--- src/uilm_consts.svh ---
// constants for the uart interrupt-id, line format and modem control block
// Overview of operation
// interrupt id bits 2:1 report highest pending source, bit 0 low when pending
// id bit 3 zero outside fifo mode, set with bit 2 on timeout
// id bits 4 and 5 always read zero
// id bits 7:6 are ones while fifo enable is set
// timeout after 4 idle char times with receive fifo non-empty, cleared by buffer read
// transmit empty interrupt cleared by id read when reported, or holding write
// line format bits 1:0 select five to eight data bits
// bit 2 selects one stop bit, or 1.5 for five bits, two otherwise
// receiver checks only the first stop bit
// bit 3 enables parity after last data bit, before first stop bit
// bit 4 zero gives odd parity, one gives even parity
// bit 5 with parity sends fixed parity equal to complement of bit 4
// bit 6 forces serial output to space until cleared
// bit 7 steers offsets 0 and 1 to divisor latches
// terminal ready output low when modem control bit 0 set
// request to send output follows bit 1 inverted
// bit 2 is plain storage, used only in loopback
// interrupt output enabled only while bit 3 set
// loopback holds output marking, feeds transmit into receive
// loopback disconnects modem inputs, forces outputs high, routes them internally
// loopback keeps interrupts; modem status sourced from modem control bits
// modem control bits 7:5 read zero
// id bit 0 low while any enabled interrupt pending
// priority: line status, receive data and timeout, transmit empty, modem status
`ifndef UILM_CONSTS_SVH
`define UILM_CONSTS_SVH
`define UILM_OFS_DATA     3'h0
`define UILM_OFS_IER      3'h1
`define UILM_OFS_IID      3'h2
`define UILM_OFS_LFC      3'h3
`define UILM_OFS_HOC      3'h4
`define UILM_OFS_LSR      3'h5
`define UILM_OFS_MSR      3'h6
`define UILM_OFS_SCR      3'h7
`define UILM_LFC_RST      8'h00
`define UILM_HOC_RST      5'h00
`define UILM_IER_RST      4'h0
`define UILM_DIV_RST      16'h0001
`define UILM_ID_NONE      4'h1
`define UILM_ID_LINE      4'h6
`define UILM_ID_RXD       4'h4
`define UILM_ID_TMO       4'hC
`define UILM_ID_THRE      4'h2
`define UILM_ID_MODEM     4'h0
`define UILM_TMO_CHARS    3'h4
`define UILM_CLK_HZ       25000000
`endif

--- src/uilm_pkg.sv ---
// types for the uart interrupt-id, line format and modem control block
package uilm_pkg;
    typedef struct packed {
        logic [3:0] cts_dsr_ri_dcd_n;
    } uilm_modem_in_s;
    typedef struct packed {
        logic dl_sel;
        logic fifo_en;
        logic rx_has_data;
        logic rx_push;
        logic rx_pop;
        logic char_tick;
        logic line_pend;
        logic rxd_pend;
        logic thre_set;
        logic modem_pend;
    } uilm_status_s;
    typedef struct packed {
        logic [7:0]  lfc;
        logic [4:0]  hoc;
        logic [3:0]  ier;
        logic [15:0] div;
        logic [7:0]  rdata;
        logic        thre_pend;
        logic        tmo_pend;
        logic [2:0]  idle_chars;
        logic        txd;
        logic        dtr_n;
        logic        rts_n;
        logic        irq;
        logic        irq_oe;
        logic        loop_rx;
        logic [3:0]  modem_eff_n;
        logic        thr_wr;
        logic [7:0]  thr_data;
        logic        rbr_rd;
    } uilm_state_s;
endpackage

--- src/uilm_core.sv ---
// interrupt identification, line format and modem control for one uart
`timescale 1ns/100ps
`include "uilm_consts.svh"
module uilm_core (
    input  wire logic                    i_clk,
    input  wire logic                    i_srst,
    input  wire logic [2:0]              i_addr,
    input  wire logic                    i_rd,
    input  wire logic                    i_wr,
    input  wire logic [7:0]              i_wdata,
    input  wire logic [7:0]              i_rbr_data,
    input  wire logic                    i_tsr_out,
    input  wire logic                    i_rxd,
    input  wire uilm_pkg::uilm_modem_in_s i_modem,
    input  wire uilm_pkg::uilm_status_s  i_stat,
    output logic [7:0]                   o_rdata,
    output logic                         o_txd,
    output logic                         o_terminal_ready_n,
    output logic                         o_request_to_send_n,
    output logic                         o_irq,
    output logic                         o_irq_oe,
    output logic                         o_rx_serial,
    output logic [3:0]                   o_modem_eff_n,
    output logic [15:0]                  o_divisor,
    output logic [7:0]                   o_line_format,
    output logic                         o_thr_wr,
    output logic [7:0]                   o_thr_data,
    output logic                         o_rbr_rd
);
    import uilm_pkg::*;

    uilm_state_s st_r;
    uilm_state_s st_nxt;

    logic       line_en;
    logic       rxd_en;
    logic       tmo_en;
    logic       thre_en;
    logic       modem_en;
    logic [3:0] id_code;
    logic [7:0] id_byte;
    logic       dl;
    logic       wr_thr;
    logic       rd_rbr;
    logic       rd_id;

    always_comb begin
        dl       = st_r.lfc[7];
        line_en  = i_stat.line_pend & st_r.ier[2];
        rxd_en   = i_stat.rxd_pend & st_r.ier[0];
        tmo_en   = st_r.tmo_pend & st_r.ier[0];
        thre_en  = st_r.thre_pend & st_r.ier[1];
        modem_en = i_stat.modem_pend & st_r.ier[3];
        // priority order line, timeout/rx, thre, modem
        if (line_en) begin
            id_code = `UILM_ID_LINE;
        end else if (tmo_en) begin
            id_code = `UILM_ID_TMO;
        end else if (rxd_en) begin
            id_code = `UILM_ID_RXD;
        end else if (thre_en) begin
            id_code = `UILM_ID_THRE;
        end else if (modem_en) begin
            id_code = `UILM_ID_MODEM;
        end else begin
            id_code = `UILM_ID_NONE;
        end
        // bits 5:4 zero, 7:6 track fifo enable
        id_byte = {{2{i_stat.fifo_en}}, 2'b00, id_code};
        wr_thr  = i_wr & (i_addr == `UILM_OFS_DATA) & ~dl;
        rd_rbr  = i_rd & (i_addr == `UILM_OFS_DATA) & ~dl;
        rd_id   = i_rd & (i_addr == `UILM_OFS_IID);
    end

    always_comb begin
        st_nxt        = st_r;
        st_nxt.thr_wr = wr_thr;
        st_nxt.rbr_rd = rd_rbr;
        if (wr_thr) begin
            st_nxt.thr_data = i_wdata;
        end
        if (i_wr) begin
            unique case (i_addr)
                `UILM_OFS_DATA: begin
                    if (dl) begin
                        st_nxt.div[7:0] = i_wdata;
                    end
                end
                `UILM_OFS_IER: begin
                    if (dl) begin
                        st_nxt.div[15:8] = i_wdata;
                    end else begin
                        st_nxt.ier = i_wdata[3:0];
                    end
                end
                `UILM_OFS_LFC: begin
                    st_nxt.lfc = i_wdata;
                end
                `UILM_OFS_HOC: begin
                    st_nxt.hoc = i_wdata[4:0];
                end
                default: begin
                end
            endcase
        end
        // read data mux, captured the cycle after the strobe
        st_nxt.rdata = 8'h00;
        if (i_rd) begin
            unique case (i_addr)
                `UILM_OFS_DATA: st_nxt.rdata = dl ? st_r.div[7:0] : i_rbr_data;
                `UILM_OFS_IER:  st_nxt.rdata = dl ? st_r.div[15:8] : {4'h0, st_r.ier};
                `UILM_OFS_IID:  st_nxt.rdata = id_byte;
                `UILM_OFS_LFC:  st_nxt.rdata = st_r.lfc;
                `UILM_OFS_HOC:  st_nxt.rdata = {3'b000, st_r.hoc};
                default:        st_nxt.rdata = 8'h00;
            endcase
        end
        // thre: set wins over clear so a fresh empty is not lost
        if (i_stat.thre_set) begin
            st_nxt.thre_pend = 1'b1;
        end else if (wr_thr | (rd_id & (id_code == `UILM_ID_THRE))) begin
            st_nxt.thre_pend = 1'b0;
        end
        // character timeout: fifo activity or a buffer read restarts the count
        if (~i_stat.fifo_en | ~i_stat.rx_has_data | i_stat.rx_push | i_stat.rx_pop | rd_rbr) begin
            st_nxt.idle_chars = 3'h0;
            st_nxt.tmo_pend   = 1'b0;
        end else if (i_stat.char_tick & (st_r.idle_chars != `UILM_TMO_CHARS)) begin
            st_nxt.idle_chars = st_r.idle_chars + 3'h1;
            if (st_r.idle_chars + 3'h1 == `UILM_TMO_CHARS) begin
                st_nxt.tmo_pend = 1'b1;
            end
        end
        // serial output: loopback marks, break spaces
        if (st_r.hoc[4]) begin
            st_nxt.txd = 1'b1;
        end else if (st_r.lfc[6]) begin
            st_nxt.txd = 1'b0;
        end else begin
            st_nxt.txd = i_tsr_out;
        end
        if (st_r.hoc[4]) begin
            st_nxt.dtr_n       = 1'b1;
            st_nxt.rts_n       = 1'b1;
            st_nxt.loop_rx     = i_tsr_out;
            // cts from rts, dsr from dtr, ri from user output one, dcd from irq gate
            st_nxt.modem_eff_n = ~{st_r.hoc[1], st_r.hoc[0], st_r.hoc[2], st_r.hoc[3]};
        end else begin
            st_nxt.dtr_n       = ~st_r.hoc[0];
            st_nxt.rts_n       = ~st_r.hoc[1];
            st_nxt.loop_rx     = i_rxd;
            st_nxt.modem_eff_n = i_modem.cts_dsr_ri_dcd_n;
        end
        st_nxt.irq    = (id_code != `UILM_ID_NONE);
        st_nxt.irq_oe = st_r.hoc[3];
        if (i_srst) begin
            st_nxt             = '0;
            st_nxt.lfc         = `UILM_LFC_RST;
            st_nxt.hoc         = `UILM_HOC_RST;
            st_nxt.ier         = `UILM_IER_RST;
            st_nxt.div         = `UILM_DIV_RST;
            st_nxt.txd         = 1'b1;
            st_nxt.dtr_n       = 1'b1;
            st_nxt.rts_n       = 1'b1;
            st_nxt.loop_rx     = 1'b1;
            st_nxt.modem_eff_n = 4'hF;
        end
    end

    always_ff @(posedge i_clk) begin
        st_r <= st_nxt;
    end

    // receiver checks only first stop bit; format exported to shifters
    assign o_rdata             = st_r.rdata;
    assign o_txd               = st_r.txd;
    assign o_terminal_ready_n  = st_r.dtr_n;
    assign o_request_to_send_n = st_r.rts_n;
    assign o_irq               = st_r.irq;
    assign o_irq_oe            = st_r.irq_oe;
    assign o_rx_serial         = st_r.loop_rx;
    assign o_modem_eff_n       = st_r.modem_eff_n;
    assign o_divisor           = st_r.div;
    assign o_line_format       = st_r.lfc;
    assign o_thr_wr            = st_r.thr_wr;
    assign o_thr_data          = st_r.thr_data;
    assign o_rbr_rd            = st_r.rbr_rd;
endmodule

--- config.mk ---
export PLATFORM = sky130hd
export DESIGN_NAME = uilm_core
export DESIGN_NICKNAME = d
export VERILOG_FILES = /design/src/uilm_pkg.sv /design/src/uilm_core.sv
export VERILOG_INCLUDE_DIRS = /design/src
export SDC_FILE = /design/constraint.sdc
export NUM_CORES = 1
export LEC_CHECK = 0
export ABC_AREA = 1
export BUFFER_PORTS_ARGS = -buffer_cell sky130_fd_sc_hd__buf_2
export CORE_ASPECT_RATIO = 1.2
export CORE_MARGIN = 4
export CORE_UTILIZATION = 45
export DETAILED_ROUTE_END_ITERATION = 6
export PLACE_DENSITY = 0.71
export SLEW_MARGIN = 10
export SYNTH_ARGS = -nofsm -noshare
export SYNTH_HDL_FRONTEND = slang
export SYNTH_SLANG_ARGS = --single-unit
--- constraint.sdc ---
create_clock -name i_clk -period 1.4 [get_ports i_clk]
set_input_delay 0.21 -clock i_clk [delete_from_list [all_inputs] [get_ports i_clk]]
set_output_delay 0.21 -clock i_clk [all_outputs]
set_load 0.01 [all_outputs]
* After elaboration in Yosys (flattened, before gate mapping)
Index checks and enable logic that the tools add are counted.
** Word-level totals
- Input port bits :: 39
- Output and inout port bits :: 52
- Word-level logic and storage cells :: 75
- Bits in registers :: 66
** Cells by class
- Add/sub/neg operators :: 1
- Bitwise gates (word level) :: 24
- Multiplexer cells :: 12
- Reductions and logical operators :: 11
- Eq/ne operators :: 8
** Operators by type and width (number)
- 8-bit one-hot mux with 5 select lines :: 1
- 8-bit 2-to-1 mux :: 2
- 1-bit AND :: 12
- 3-bit AND reduction :: 3
- 4-bit 2-to-1 mux :: 2
- 3-bit by 2-bit == test with 1-bit output (second input constant) :: 2
- 3-bit == test (second input constant) :: 2
- 1-bit NOT :: 6
- 2-bit AND reduction :: 3
- 2-bit OR reduction :: 3
- 5-bit 2-to-1 mux :: 1
- 1-bit OR :: 5
- 4-bit by 2-bit == test with 1-bit output (second input constant) :: 1
- 1-bit 2-to-1 mux :: 4
- 4-bit by 1-bit inequality test with 1-bit output (second input constant) :: 1
- 4-bit NOT :: 1
- 3-bit by 1-bit adder with 3-bit output (second input constant) :: 1
- 3-bit by 1-bit == test with 1-bit output (second input constant) :: 1
- 3-bit logical NOT :: 1
- 3-bit 2-to-1 mux :: 1
- 3-bit inequality test (second input constant) :: 1
- 2-bit 2-to-1 mux :: 1
- 2-bit nonzero test :: 1

* Depth between registers and ports, before layout
Gate-level depths: netlist of the first run.
- Word-level depth :: 11
- Mapped depth :: 8
- Depth with buffers taken out :: 7

* Worst setup path after synthesis of the first run
OpenSTA, ideal clock, no wires.
- Path kind :: register to register
- Start :: register st_r, in the netlist o_line_format[7]
- End :: register st_r, in the netlist o_divisor[10]
- Library setup time :: 0.119 ns
- Data arrival time :: 1.043 ns
- Data required time :: 1.281 ns
- Path slack :: 0.237 ns
- Path buffers :: 2
- Period minus slack after synthesis :: 1.163 ns
- Cell stages (with the launch flop) :: 8
- Path through :: dfxtp_1 buf_2 nand2_1 inv_1 nand2_1 buf_2 o21ai_0 a21oi_1
** Between the ends
- Cells in the longest elaborated chain, start to end :: 1
** RTL lines
- start: declaration :: line uilm_core.sv:32 : uilm_state_s st_r;
- start signal: assignment :: line uilm_core.sv:171 : st_r <= st_nxt;
- 3-bit AND reduction (no source line)
No other way between the ends.
A chain may end at the register's enable or synchronous reset.

* Final worst setup path of the first run
- Start :: register st_r[20] (netlist bit)
- End :: register st_r[23] (netlist bit)
** Between the ends
- Cells in the longest elaborated chain, start to end :: 3
- Elaborated cells between the ends (all ways) :: 5
- Those cells by class :: 1 x add/sub; 2 x eq/ne; 1 x bitwise; 1 x reduce/logical
** RTL lines
- 3-bit by 1-bit adder with 3-bit output or 3-bit inequality test (tied branches)
- 3-bit == test (no source line) or 1-bit AND (tied branches)
- 2-bit AND reduction (no source line) (*)
Mark *: on every way between the ends. The rest lies on a longest branch, timed or not.

==> results of run 1 <==
[state kept, by name, indices dropped and copies added (netlist names), 4 cells and up]
register / cells
o_divisor: 16
o_modem_eff_n: 4
o_rdata: 8
o_line_format: 8
st_r: 14
o_thr_data: 8
[layout make-up]
type                            instances  area, µm²  area share [%]
Clock inverter                          2      10.01          0.2865
Clock buffer                           14      172.7           4.943
Multi-Input combinational cell        270       1227           35.14
Tap cell                               85      106.4           3.044
Sequential cell                        66       1321           37.82
Inverter                               28      105.1           3.009
Timing Repair Buffer                  103      550.5           15.76
[critical path, delay by kind of cell, from the launching register on]
kind,cells,cell delay [ps]
flip-flops,1,380
adder cells (fa/ha/maj),1,190
AO/OA/AOI/OAI,1,90
buffers and inverters,1,80
AND/OR/NAND/NOR,4,490
[per-layer routing]
| layer | share of wire (%) | GRT usage (%) |
|---|---|---|
| met3 | 5.6 | 4.726 |
| met4 | 3.5 | 12.08 |
| met1 | 43 | 21.81 |
| met2 | 48 | 31.54 |
| met5 | 0 | 0 |
[cells by family (layout without fill, tap and decap cells)]
kind of cell / count (synthesis) / in the layout / share of synthesized area (%)
AO/OA/AOI/OAI: 79 / 79 / 13.21
AND/OR/NAND/NOR: 187 / 187 / 25.64
buffers and inverters: 84 / 147 / 16.17
adder cells (fa/ha/maj): 3 / 3 / 1.235
XOR/XNOR: 1 / 1 / 0.2881
flip-flops: 66 / 66 / 43.46
[Yosys cell counts]
library cell  number  area, µm²
a21oi_1           32      160.2
a31oi_1            1      6.260
and2_1             1      6.260
buf_2              6      30.03
buf_4             45      337.8
clkbuf_1           5      18.77
clkinv_1           2      7.510
dfxtp_1           66       1321
ha_1               3      37.54
inv_1             22      82.58
inv_2              4      15.01
nand2_1           87      326.6
nand2_2            1      6.260
nand3_1           21      105.1
nand3_2            1      10.01
nand3b_1           1      7.510
nand4_1            1      6.260
nor2_1            67      251.5
nor2_2             1      6.260
nor2_4             3      33.78
nor3_1             2      10.01
nor3_2             1      10.01
o211ai_1           2      15.01
o21ai_0           44      220.2
xnor2_1            1      8.760
[final timing paths]
check,endpoint,slack [ps],depth (start not counted)
max,st_r[23]$_SDFFE_PP0P_,110,7
min,o_modem_eff_n[0]$_SDFF_PP1_,70,3
max reg2reg,st_r[23]$_SDFFE_PP0P_,110,7
min reg2reg,o_request_to_send_n$_SDFF_PP1_,430,1
[metrics by stage]
stage / area, µm² / power, W / hold WS [ps]
floorplan: 3040 / 0.002196 / 313.1
global placement: 3311 / 0.002323 / 406.9
detailed placement: 3311 / 0.002331 / 408.3
CTS: 3493 / 0.003787 / 55.36
global route: 3493 / 0.003893 / 72.81
finish: 3493 / 0.003749 / 72.35
[power by group through the flow]
| stage | sequential (W) | combinational [W] | clock [W] |
|---|---|---|---|
| 2_1_floorplan | 0.00199 | 0.000209 | 0 |
| 6_report | 0.00195 | 0.000343 | 0.00146 |
| 3_3_place_gp | 0.00199 | 0.000336 | 0 |
| 3_5_place_dp | 0.00199 | 0.000343 | 0 |
| 5_1_grt | 0.00195 | 0.000382 | 0.00156 |
| 4_1_cts | 0.00195 | 0.000344 | 0.00150 |
==> qor.yml, run 1 <==
worst_setup_path:
  timing.rr.start: "st_r[20]$_SDFFE_PP0P_"
  cpPeakStageDelay_ps: 380
  worstPathMaxFanout: 4
  worstSetupPathType: "register to register"
  crit_start: "st_r[20]$_SDFFE_PP0P_"
  critPathRequiredTime_ps: 1680
  cp.arrival_ps: 1570
  slowest_stage: "dfxtp_1"
  crit_chain: "inv_1 -> ha_1 -> nand2_1 -> nand2_1 -> nor2_1 -> a21oi_1 -> nor2_1"
  cp-start-kind: "register"
  crit_path_end_kind: "register"
timing:
  slew_violations: 0
  fin_crit_sh_pct: 92.04
  max_slew_margin_pct: 74.18
  final_hold_viol_count: 0
  setup-tns-final_ps: 0
  fmax_ghz: 0.7761
  setup_violations: 0
  rsz0062_at_grt: "no"
  tightest_slew_ps: 386.4
  period_needed_ps: 1289
  skew_ps: 6.320
  fin_ws_ps: 111.5
run_status:
  status: "completed"
drt:
  firstDrtPassIters: 5
  post_drt_wl_per_cell_um: 13.36
  wirelength_um: 7589
  antenna_left: 0
  route.detailed.drc: 0
  num_vias: 2746
  viasPerCell: 4.835
  drtIter0Drc: 172
finish:
  fill_cells: 658
  drive_above_1_share_pct: 26.50
  area_growth_pct: 14.90
  layout_common_cells: "89 x buf_2, 87 x nand2_1, 67 x nor2_1, 66 x dfxtp_1, 44 x o21ai_0"
  insertedDiodeCount: 0
  utilization_pct: 53.86
  final_common_cell: "buf_2"
  fin_cells: 568
  nNetsFinal: 520
hold_path:
  hold_path.startpoint: "i_modem[0]"
  hold_class: "input port to register"
placed_design:
  port_buffers: 89
  dp_cells: 552
  dpl.hpwl_um: 5939
  routabilityCongestion: 0.8903
  dp_slack_ps: -11.33
grt:
  grt_pass1_wl_um: 12210
  antenna_found_initial: 0
  grt_usage_pct: 19.02
  grt-ovfl-total: 0
  first_global_vias: 2568
  grt_max_degree: 21
pwr:
  irDropWorstVdd_mv: 0.4908
  p_int_w: 0.002840
  p_leak_nw: 1.667
  powerDensity_nw_per_um2: 1073
  p_sw_share_pct: 24.25
  clkPwrFrac_pct: 38.9
  p_sw_w: 0.0009091
  p_comb_share_pct: 9.2
  pwr-share-seq_pct: 51.9
floorplanning:
  rows: 32
  fp.dieH_um: 98.04
  start_util_pct: 46.87
  num_io_pins: 91
  coreArea_um2: 6486
  fp.dieArea_um2: 8141
  die_w_um: 83.04
clock_network:
  post_cts_resized: 0
  cts.clk_slew.worst_paths_ps: 60
  cts.htree.levels: 3
  hold_buffers: 0
  cts_buffer_depth: 2
  clock_latency_ps: 340
  cts_setup_buffers: 0
  cts.sinks: 66
  cts_root_buf: "clkbuf_8"
  cts_tree: "done"
  cts-buffers-inserted: 9
synthesis:
  synth.avg_cell_area_um2: 7.239
  ys_seq_area_share_pct: 43.46
  ys_seq_elements: 66
  yosys.cell_types.count: 25
  synthesis.nets: 462
  synth_area_um2: 3040
  synthCells: 420
  yosys_warnings: 0
flow_run:
  cap_violations: 0
No activity file was read; power rests on OpenSTA's default activity.
==> run 2: changes to the inputs <==
BUFFER_PORTS_ARGS = -buffer_cell sky130_fd_sc_hd__buf_4   (was -buffer_cell sky130_fd_sc_hd__buf_2)
GPL_TIMING_DRIVEN = 0   (was unset)
==> run 2 against run 1 <==
  * The run now ends with design-rule violations left
  * Core utilization grew 8.6 points
  * Non-clock buffer count rose by 43
  * Register-to-register slack improved by 20 ps
  * Die area unchanged
  * Power increased by 8.9%
  * Maximum frequency rose by 1.7%
  * Highest routed layer unchanged
  * Combinational power is 23% higher
  * Worst hold slack lost 8.5 ps
  * Final cell count grew 7.6%
  * Clock skew up 1.1 ps
  * Sequential cell count is the same
==> qor.yml, run 2 (synthesis results as in run 1) <==
finish:
  nNetsFinal: 563  # +8.3%
  drive_above_1_share_pct: 31.94  # +5.4 points
  largest_reg_flops: 16  # unchanged
  final_common_cell: "buf_4"
  utilization_pct: 62.44  # +8.6 points
  fill_cells: 592  # -10%
  area_growth_pct: 33.21
  layout_common_cells: "136 x buf_4, 87 x nand2_1, 67 x nor2_1, 64 x dfxtp_1, 44 x o21ai_0"
  final-seq-area_um2: 1324  # +0.19%
  insertedDiodeCount: 0  # unchanged
  multi_input_area_um2: 1227  # unchanged
drt:
  num_vias: 2876  # +4.7%
  viasPerCell: 4.707  # -2.6%
  routed-wl-met3_um: 408  # -3.8%
  post_drt_wl_per_cell_um: 13.33  # -0.24%
  highest_layer: "met4"
  antenna_left: 0  # unchanged
  wirelength_um: 8144  # +7.3%
  route.detailed.drc: 1  # +1
  firstDrtPassIters: 7  # +2
  wl_met1_um: 3490  # +7.5%
  drtIter0Drc: 142  # -17%
  wl_met2_um: 4101  # +12%
clock_network:
  clock_latency_ps: 340  # about the same
  cts_root_buf: "clkbuf_8"
  cts_tree: "done"
  cts-buffers-inserted: 9  # unchanged
  cts.clk_slew.worst_paths_ps: 70  # about the same
  cts.htree.levels: 3  # unchanged
  cts.sinks: 66  # unchanged
  hold_buffers: 0  # unchanged
  cts_buffer_depth: 2  # unchanged
worst_setup_path:
  worstSetupPathType: "register to register"
  worstPathMaxFanout: 10  # +6
  cp.arrival_ps: 1510  # -60 ps
  critPathRequiredTime_ps: 1640  # -40 ps
  cp-start-kind: "register"
  crit_path_end_kind: "register"
timing:
  whs_ps: 63.86  # -8.491 ps
  skew_ps: 7.411  # +1.091 ps
  setup-tns-final_ps: 0  # unchanged
  slew_violations: 0  # unchanged
  period_needed_ps: 1267  # -21.71 ps
  final_hold_viol_count: 0  # unchanged
  rsz0062_at_grt: "no"
  setup_violations: 0  # unchanged
  max_slew_margin_pct: 66.00  # -8.2 points
  fmax_ghz: 0.7894  # +1.7%
  fin_crit_sh_pct: 90.49  # -1.6 points
  tightest_slew_ps: 510.0  # +123.6 ps
floorplanning:
  fp.dieArea_um2: 8141  # unchanged
  die_w_um: 83.04  # unchanged
  start_util_pct: 46.87  # unchanged
  rows: 32  # unchanged
  fp.dieH_um: 98.04  # unchanged
  num_io_pins: 91  # unchanged
  coreArea_um2: 6486  # unchanged
grt:
  grt_pass1_wl_um: 13340  # +9.3%
  first_global_vias: 2794  # +8.8%
  grt-ovfl-total: 0  # unchanged
  grt_usage_pct: 20.34  # +1.3 points
  antenna_found_initial: 0  # unchanged
  grt_max_degree: 11  # -48%
placed_design:
  dpl.hpwl_um: 6187  # +4.2%
  port_buffers: 88  # -1.1%
  routabilityCongestion: 0.8940  # +0.42%
pwr:
  p_sw_w: 0.0009385  # +3.2%
  irDropWorstVdd_mv: 0.7533  # +53%
  p_sw_share_pct: 22.98  # -1.3 points
  p_comb_share_pct: 10.3  # +1.1 points
  clkPwrFrac_pct: 42.0  # +3.1 points
  powerDensity_nw_per_um2: 1008  # -6.0%
  p_leak_nw: 1.928  # +16%
  pwr-share-seq_pct: 47.7  # -4.2 points
  p_int_w: 0.003145  # +11%
run_status:
  status: "finished, violations left"
  violations: "design-rule violations"
flow_run:
  cap_violations: 0  # unchanged
hold_path:
  hold_class: "input port to register"
## run 2: cell types whose count changed in the layout (fill, tap and decap cells not counted)
cell       previous run  this run
clkbuf_8             12        13
bufinv_16             0         1
clkbuf_1              2         7
buf_2                89         4
dfxtp_2               0         2
buf_6                 0         1
clkinv_2              2         0
buf_4                14       136
dfxtp_1              66        64
## run 2: worst max-delay path, stage by stage, from the launching register on
cell	delay [ps]
dfxtp_2	340
inv_1	140
nand2_1	110
nor2_4	260
inv_2	140
nor2_1	110
nor2_1	50
## run 2: per-stage QoR
stage               cell area [µm²]  power [W]  instances  setup WS (ps)
CTS                            4026   0.004096        609          43.68
floorplan                      3040   0.002196        420          237.2
detailed placement             3807   0.002408        593         -41.03
finish                         4050   0.004084        611          133.2
global placement               3807   0.002402        593         -7.761
global route                   4050   0.004221        611          41.75
## run 2: layout make-up
class	count	area share, %
Tap cell	85	2.626
Multi-Input combinational cell	270	30.31
Timing Repair Buffer	90	16.68
Clock buffer	15	4.603
Sequential cell	66	32.68
Buffer	56	9.762
Inverter	28	2.595
Clock inverter	1	0.7414
## run 2: timing repair
action,4_1_cts,5_1_grt
setup buffers,0,2
pin swaps,0,1
resized for setup,1,5
endpoints found under the setup margin,2,16
## run 2: per-layer routing
layer	global-route usage, %	vias up
li1	-	1507
met1	24.11	1273
met2	35.49	82
met3	4.810	14
met4	7.799	0
met5	0	-
## run 2: path summary, 6_finish.rpt
path / start / to / slack, ps / cells past startpoint
max: o_line_format[7]$_SDFFE_PP0P_ / o_thr_data[4]$_SDFFE_PP0P_ / 130 / 6
min: i_rxd / o_rx_serial$_SDFF_PP1_ / 60 / 3
max reg2reg: o_line_format[7]$_SDFFE_PP0P_ / o_thr_data[4]$_SDFFE_PP0P_ / 130 / 6
min reg2reg: st_r[54]$_SDFFE_PP0P_ / o_request_to_send_n$_SDFF_PP1_ / 430 / 1
## run 2: power groups by stage
stage | registers [W] | clock network, W | logic, W
2_1_floorplan | 0.00199 | 0 | 0.000209
3_3_place_gp | 0.00199 | 0 | 0.000413
3_5_place_dp | 0.00199 | 0 | 0.000419
4_1_cts | 0.00195 | 0.00173 | 0.000421
5_1_grt | 0.00195 | 0.00180 | 0.000464
6_report | 0.00195 | 0.00171 | 0.000421
==> run 3: changes to the inputs <==
CORE_UTILIZATION = 51   (was 45)
PLACE_DENSITY = 0.79   (was 0.71)
==> run 3 against run 2 <==
  * Combinational power barely moved
  * The run now ends clean
  * Clock power barely moved
  * Largest power group unchanged
  * Non-clock buffer count fell by 1
  * First-iteration DRC count rose by 34%
  * Largest cell class unchanged
  * Highest routed layer unchanged
  * Clock skew fell by 3.2 ps
  * Sequential power barely moved
  * Sequential share of layout area rose by 0.11 points
==> qor.yml, run 3 (synthesis results as in run 1) <==
hold_path:
  hold_class: "input port to register"
  worstHoldPathCells: 3  # unchanged
worst_setup_path:
  crit_path_end_kind: "register"
  cp-start-kind: "register"
  cp.arrival_ps: 1480  # -30 ps
  critPathRequiredTime_ps: 1610  # -30 ps
  worstPathMaxFanout: 10  # unchanged
  critPathMostFrequentCell: "nand2_1"
  crit_chain: "inv_1 -> buf_4 -> nand2_1 -> nand2_1 -> nand2_1 -> o21ai_0 -> nor2_1 -> nor2_1"
  cpPeakStageDelay_ps: 360  # +20 ps
  worstSetupPathType: "register to register"
  rr_worst_depth: 8  # +2
  slowest_stage: "dfxtp_2"
timing:
  period_needed_ps: 1263  # -3.635 ps
  setup_violations: 0  # unchanged
  skew_ps: 4.187  # -3.223 ps
  rsz0062_at_grt: "no"
  setup-tns-final_ps: 0  # unchanged
  tightest_slew_ps: 503.1  # -6.920 ps
  slew_violations: 0  # unchanged
  final_hold_viol_count: 0  # unchanged
  fmax_ghz: 0.7916  # +0.29%
  fin_ws_ps: 136.8  # +3.635 ps
  max_slew_margin_pct: 66.46  # +0.46 points
  fin_crit_sh_pct: 90.23  # -0.26 points
placed_design:
  routabilityCongestion: 0.9001  # +0.68%
  dp_slack_ps: -1.492  # +39.53 ps
  port_buffers: 88  # unchanged
  dp_cells: 588  # -0.84%
  dpl.hpwl_um: 6193  # about the same
drt:
  drtIter0Drc: 190  # +34%
  viasPerCell: 4.800  # +2.0%
  num_vias: 2904  # +0.97%
  wirelength_um: 8018  # -1.5%
  antenna_left: 0  # unchanged
  post_drt_wl_per_cell_um: 13.25  # -0.57%
  firstDrtPassIters: 5  # -2
  route.detailed.drc: 0  # -1
clock_network:
  cts-buffers-inserted: 9  # unchanged
  cts_root_buf: "clkbuf_8"
  cts.sinks: 66  # unchanged
  cts.htree.levels: 3  # unchanged
  clock_latency_ps: 340  # about the same
  cts_buffer_depth: 2  # unchanged
  cts_tree: "done"
  cts.clk_slew.worst_paths_ps: 70  # about the same
grt:
  antenna_found_initial: 0  # unchanged
  grt_pass1_wl_um: 12740  # -4.5%
  grt-ovfl-total: 0  # unchanged
  grt_max_degree: 11  # unchanged
  first_global_vias: 2708  # -3.1%
  grt_usage_pct: 22.63  # +2.3 points
floorplanning:
  die_w_um: 78.49  # -5.5%
  start_util_pct: 53.29  # +6.4 points
  fp.dieH_um: 92.58  # -5.6%
  rows: 30  # -6.3%
  num_io_pins: 91  # unchanged
  fp.dieArea_um2: 7266  # -11%
  coreArea_um2: 5705  # -12%
finish:
  fill_cells: 492  # -17%
  largest_reg_flops: 16  # unchanged
  insertedDiodeCount: 0  # unchanged
  area_growth_pct: 32.76
  drive_above_1_share_pct: 31.81  # -0.13 points
  layout_common_cells: "135 x buf_4, 87 x nand2_1, 67 x nor2_1, 64 x dfxtp_1, 44 x o21ai_0"
  fin_cells: 605  # -0.98%
  final_common_cell: "buf_4"
  nNetsFinal: 562  # -0.18%
flow_run:
  cap_violations: 0  # unchanged
run_status:
  status: "completed"
pwr:
  powerDensity_nw_per_um2: 1007  # -0.11%
  p_total_w: 0.004065  # -0.45%
  irDropWorstVdd_mv: 0.7022  # -6.8%
  p_leak_nw: 1.922  # -0.28%
==> run 3: cell types whose count changed in the layout (fill, tap and decap cells not counted) <==
cell	previous run	this run
buf_4	136	135
==> run 3: power by group <==
group / switching, W / internal (W)
Combinational: 0.000219 / 0.000201
Clock: 0.000678 / 0.00102
Sequential: 0.0000236 / 0.00192
==> run 3: final timing paths <==
path                                                 endpoint  slack [ps]                          start
worst min-delay path                   o_rx_serial$_SDFF_PP1_          70                          i_rxd
worst max-delay path                    o_rdata[3]$_SDFF_PP0_         140  o_line_format[7]$_SDFFE_PP0P_
worst min register to register  o_terminal_ready_n$_SDFF_PP1_         430          st_r[53]$_SDFFE_PP0P_
worst max register to register          o_rdata[3]$_SDFF_PP0_         140  o_line_format[7]$_SDFFE_PP0P_
==> run 3: stage by stage <==
stage / hold slack (ps) / cell area [µm²] / util [%]
after floorplan: 313.1 / 3040 / -
after global placement: 404.4 / 3801 / 66.62
after detailed placement: 415.3 / 3801 / 66.62
after CTS: 63.58 / 4020 / 70.46
after global routing: 68.33 / 4036 / 70.75
final: 68.09 / 4036 / 70.75
==> run 3: area by class of cell <==
cell class	count	area, µm²	area share [%]
Multi-Input combinational cell	270	1227	30.41
Inverter	28	105.1	2.604
Tap cell	80	100.1	2.480
Buffer	56	395.4	9.795
Sequential cell	66	1324	32.80
Clock inverter	1	30.03	0.7440
Timing Repair Buffer	89	668.1	16.55
Clock buffer	15	186.4	4.619
==> run 3: routing by layer <==
| metal | up-vias | track usage, % | wire length, µm |
|---|---|---|---|
| li1 | 1504 | - | - |
| met1 | 1307 | 26.25 | 3256 |
| met2 | 83 | 39.43 | 4141 |
| met3 | 10 | 5.156 | 513 |
| met4 | 0 | 10.20 | 107 |
| met5 | - | 0 | 0 |
==> run 3: what timing repair did <==
| action | 4_1_cts | 5_1_grt |
|---|---|---|
| gates resized for setup | 1 | 5 |
| setup endpoints to repair | 1 | 7 |
| setup buffers | 0 | 1 |
| pin swaps | 0 | 2 |
| hold buffers | 0 | 0 |
==> run 3: worst max-delay path: cells and delay by family, from the launching register on <==
| kind | cells | cell delay (ps) |
|---|---|---|
| buffers and inverters | 2 | 290 |
| AO/OA/AOI/OAI | 1 | 130 |
| flip-flops | 1 | 360 |
| AND/OR/NAND/NOR | 5 | 370 |
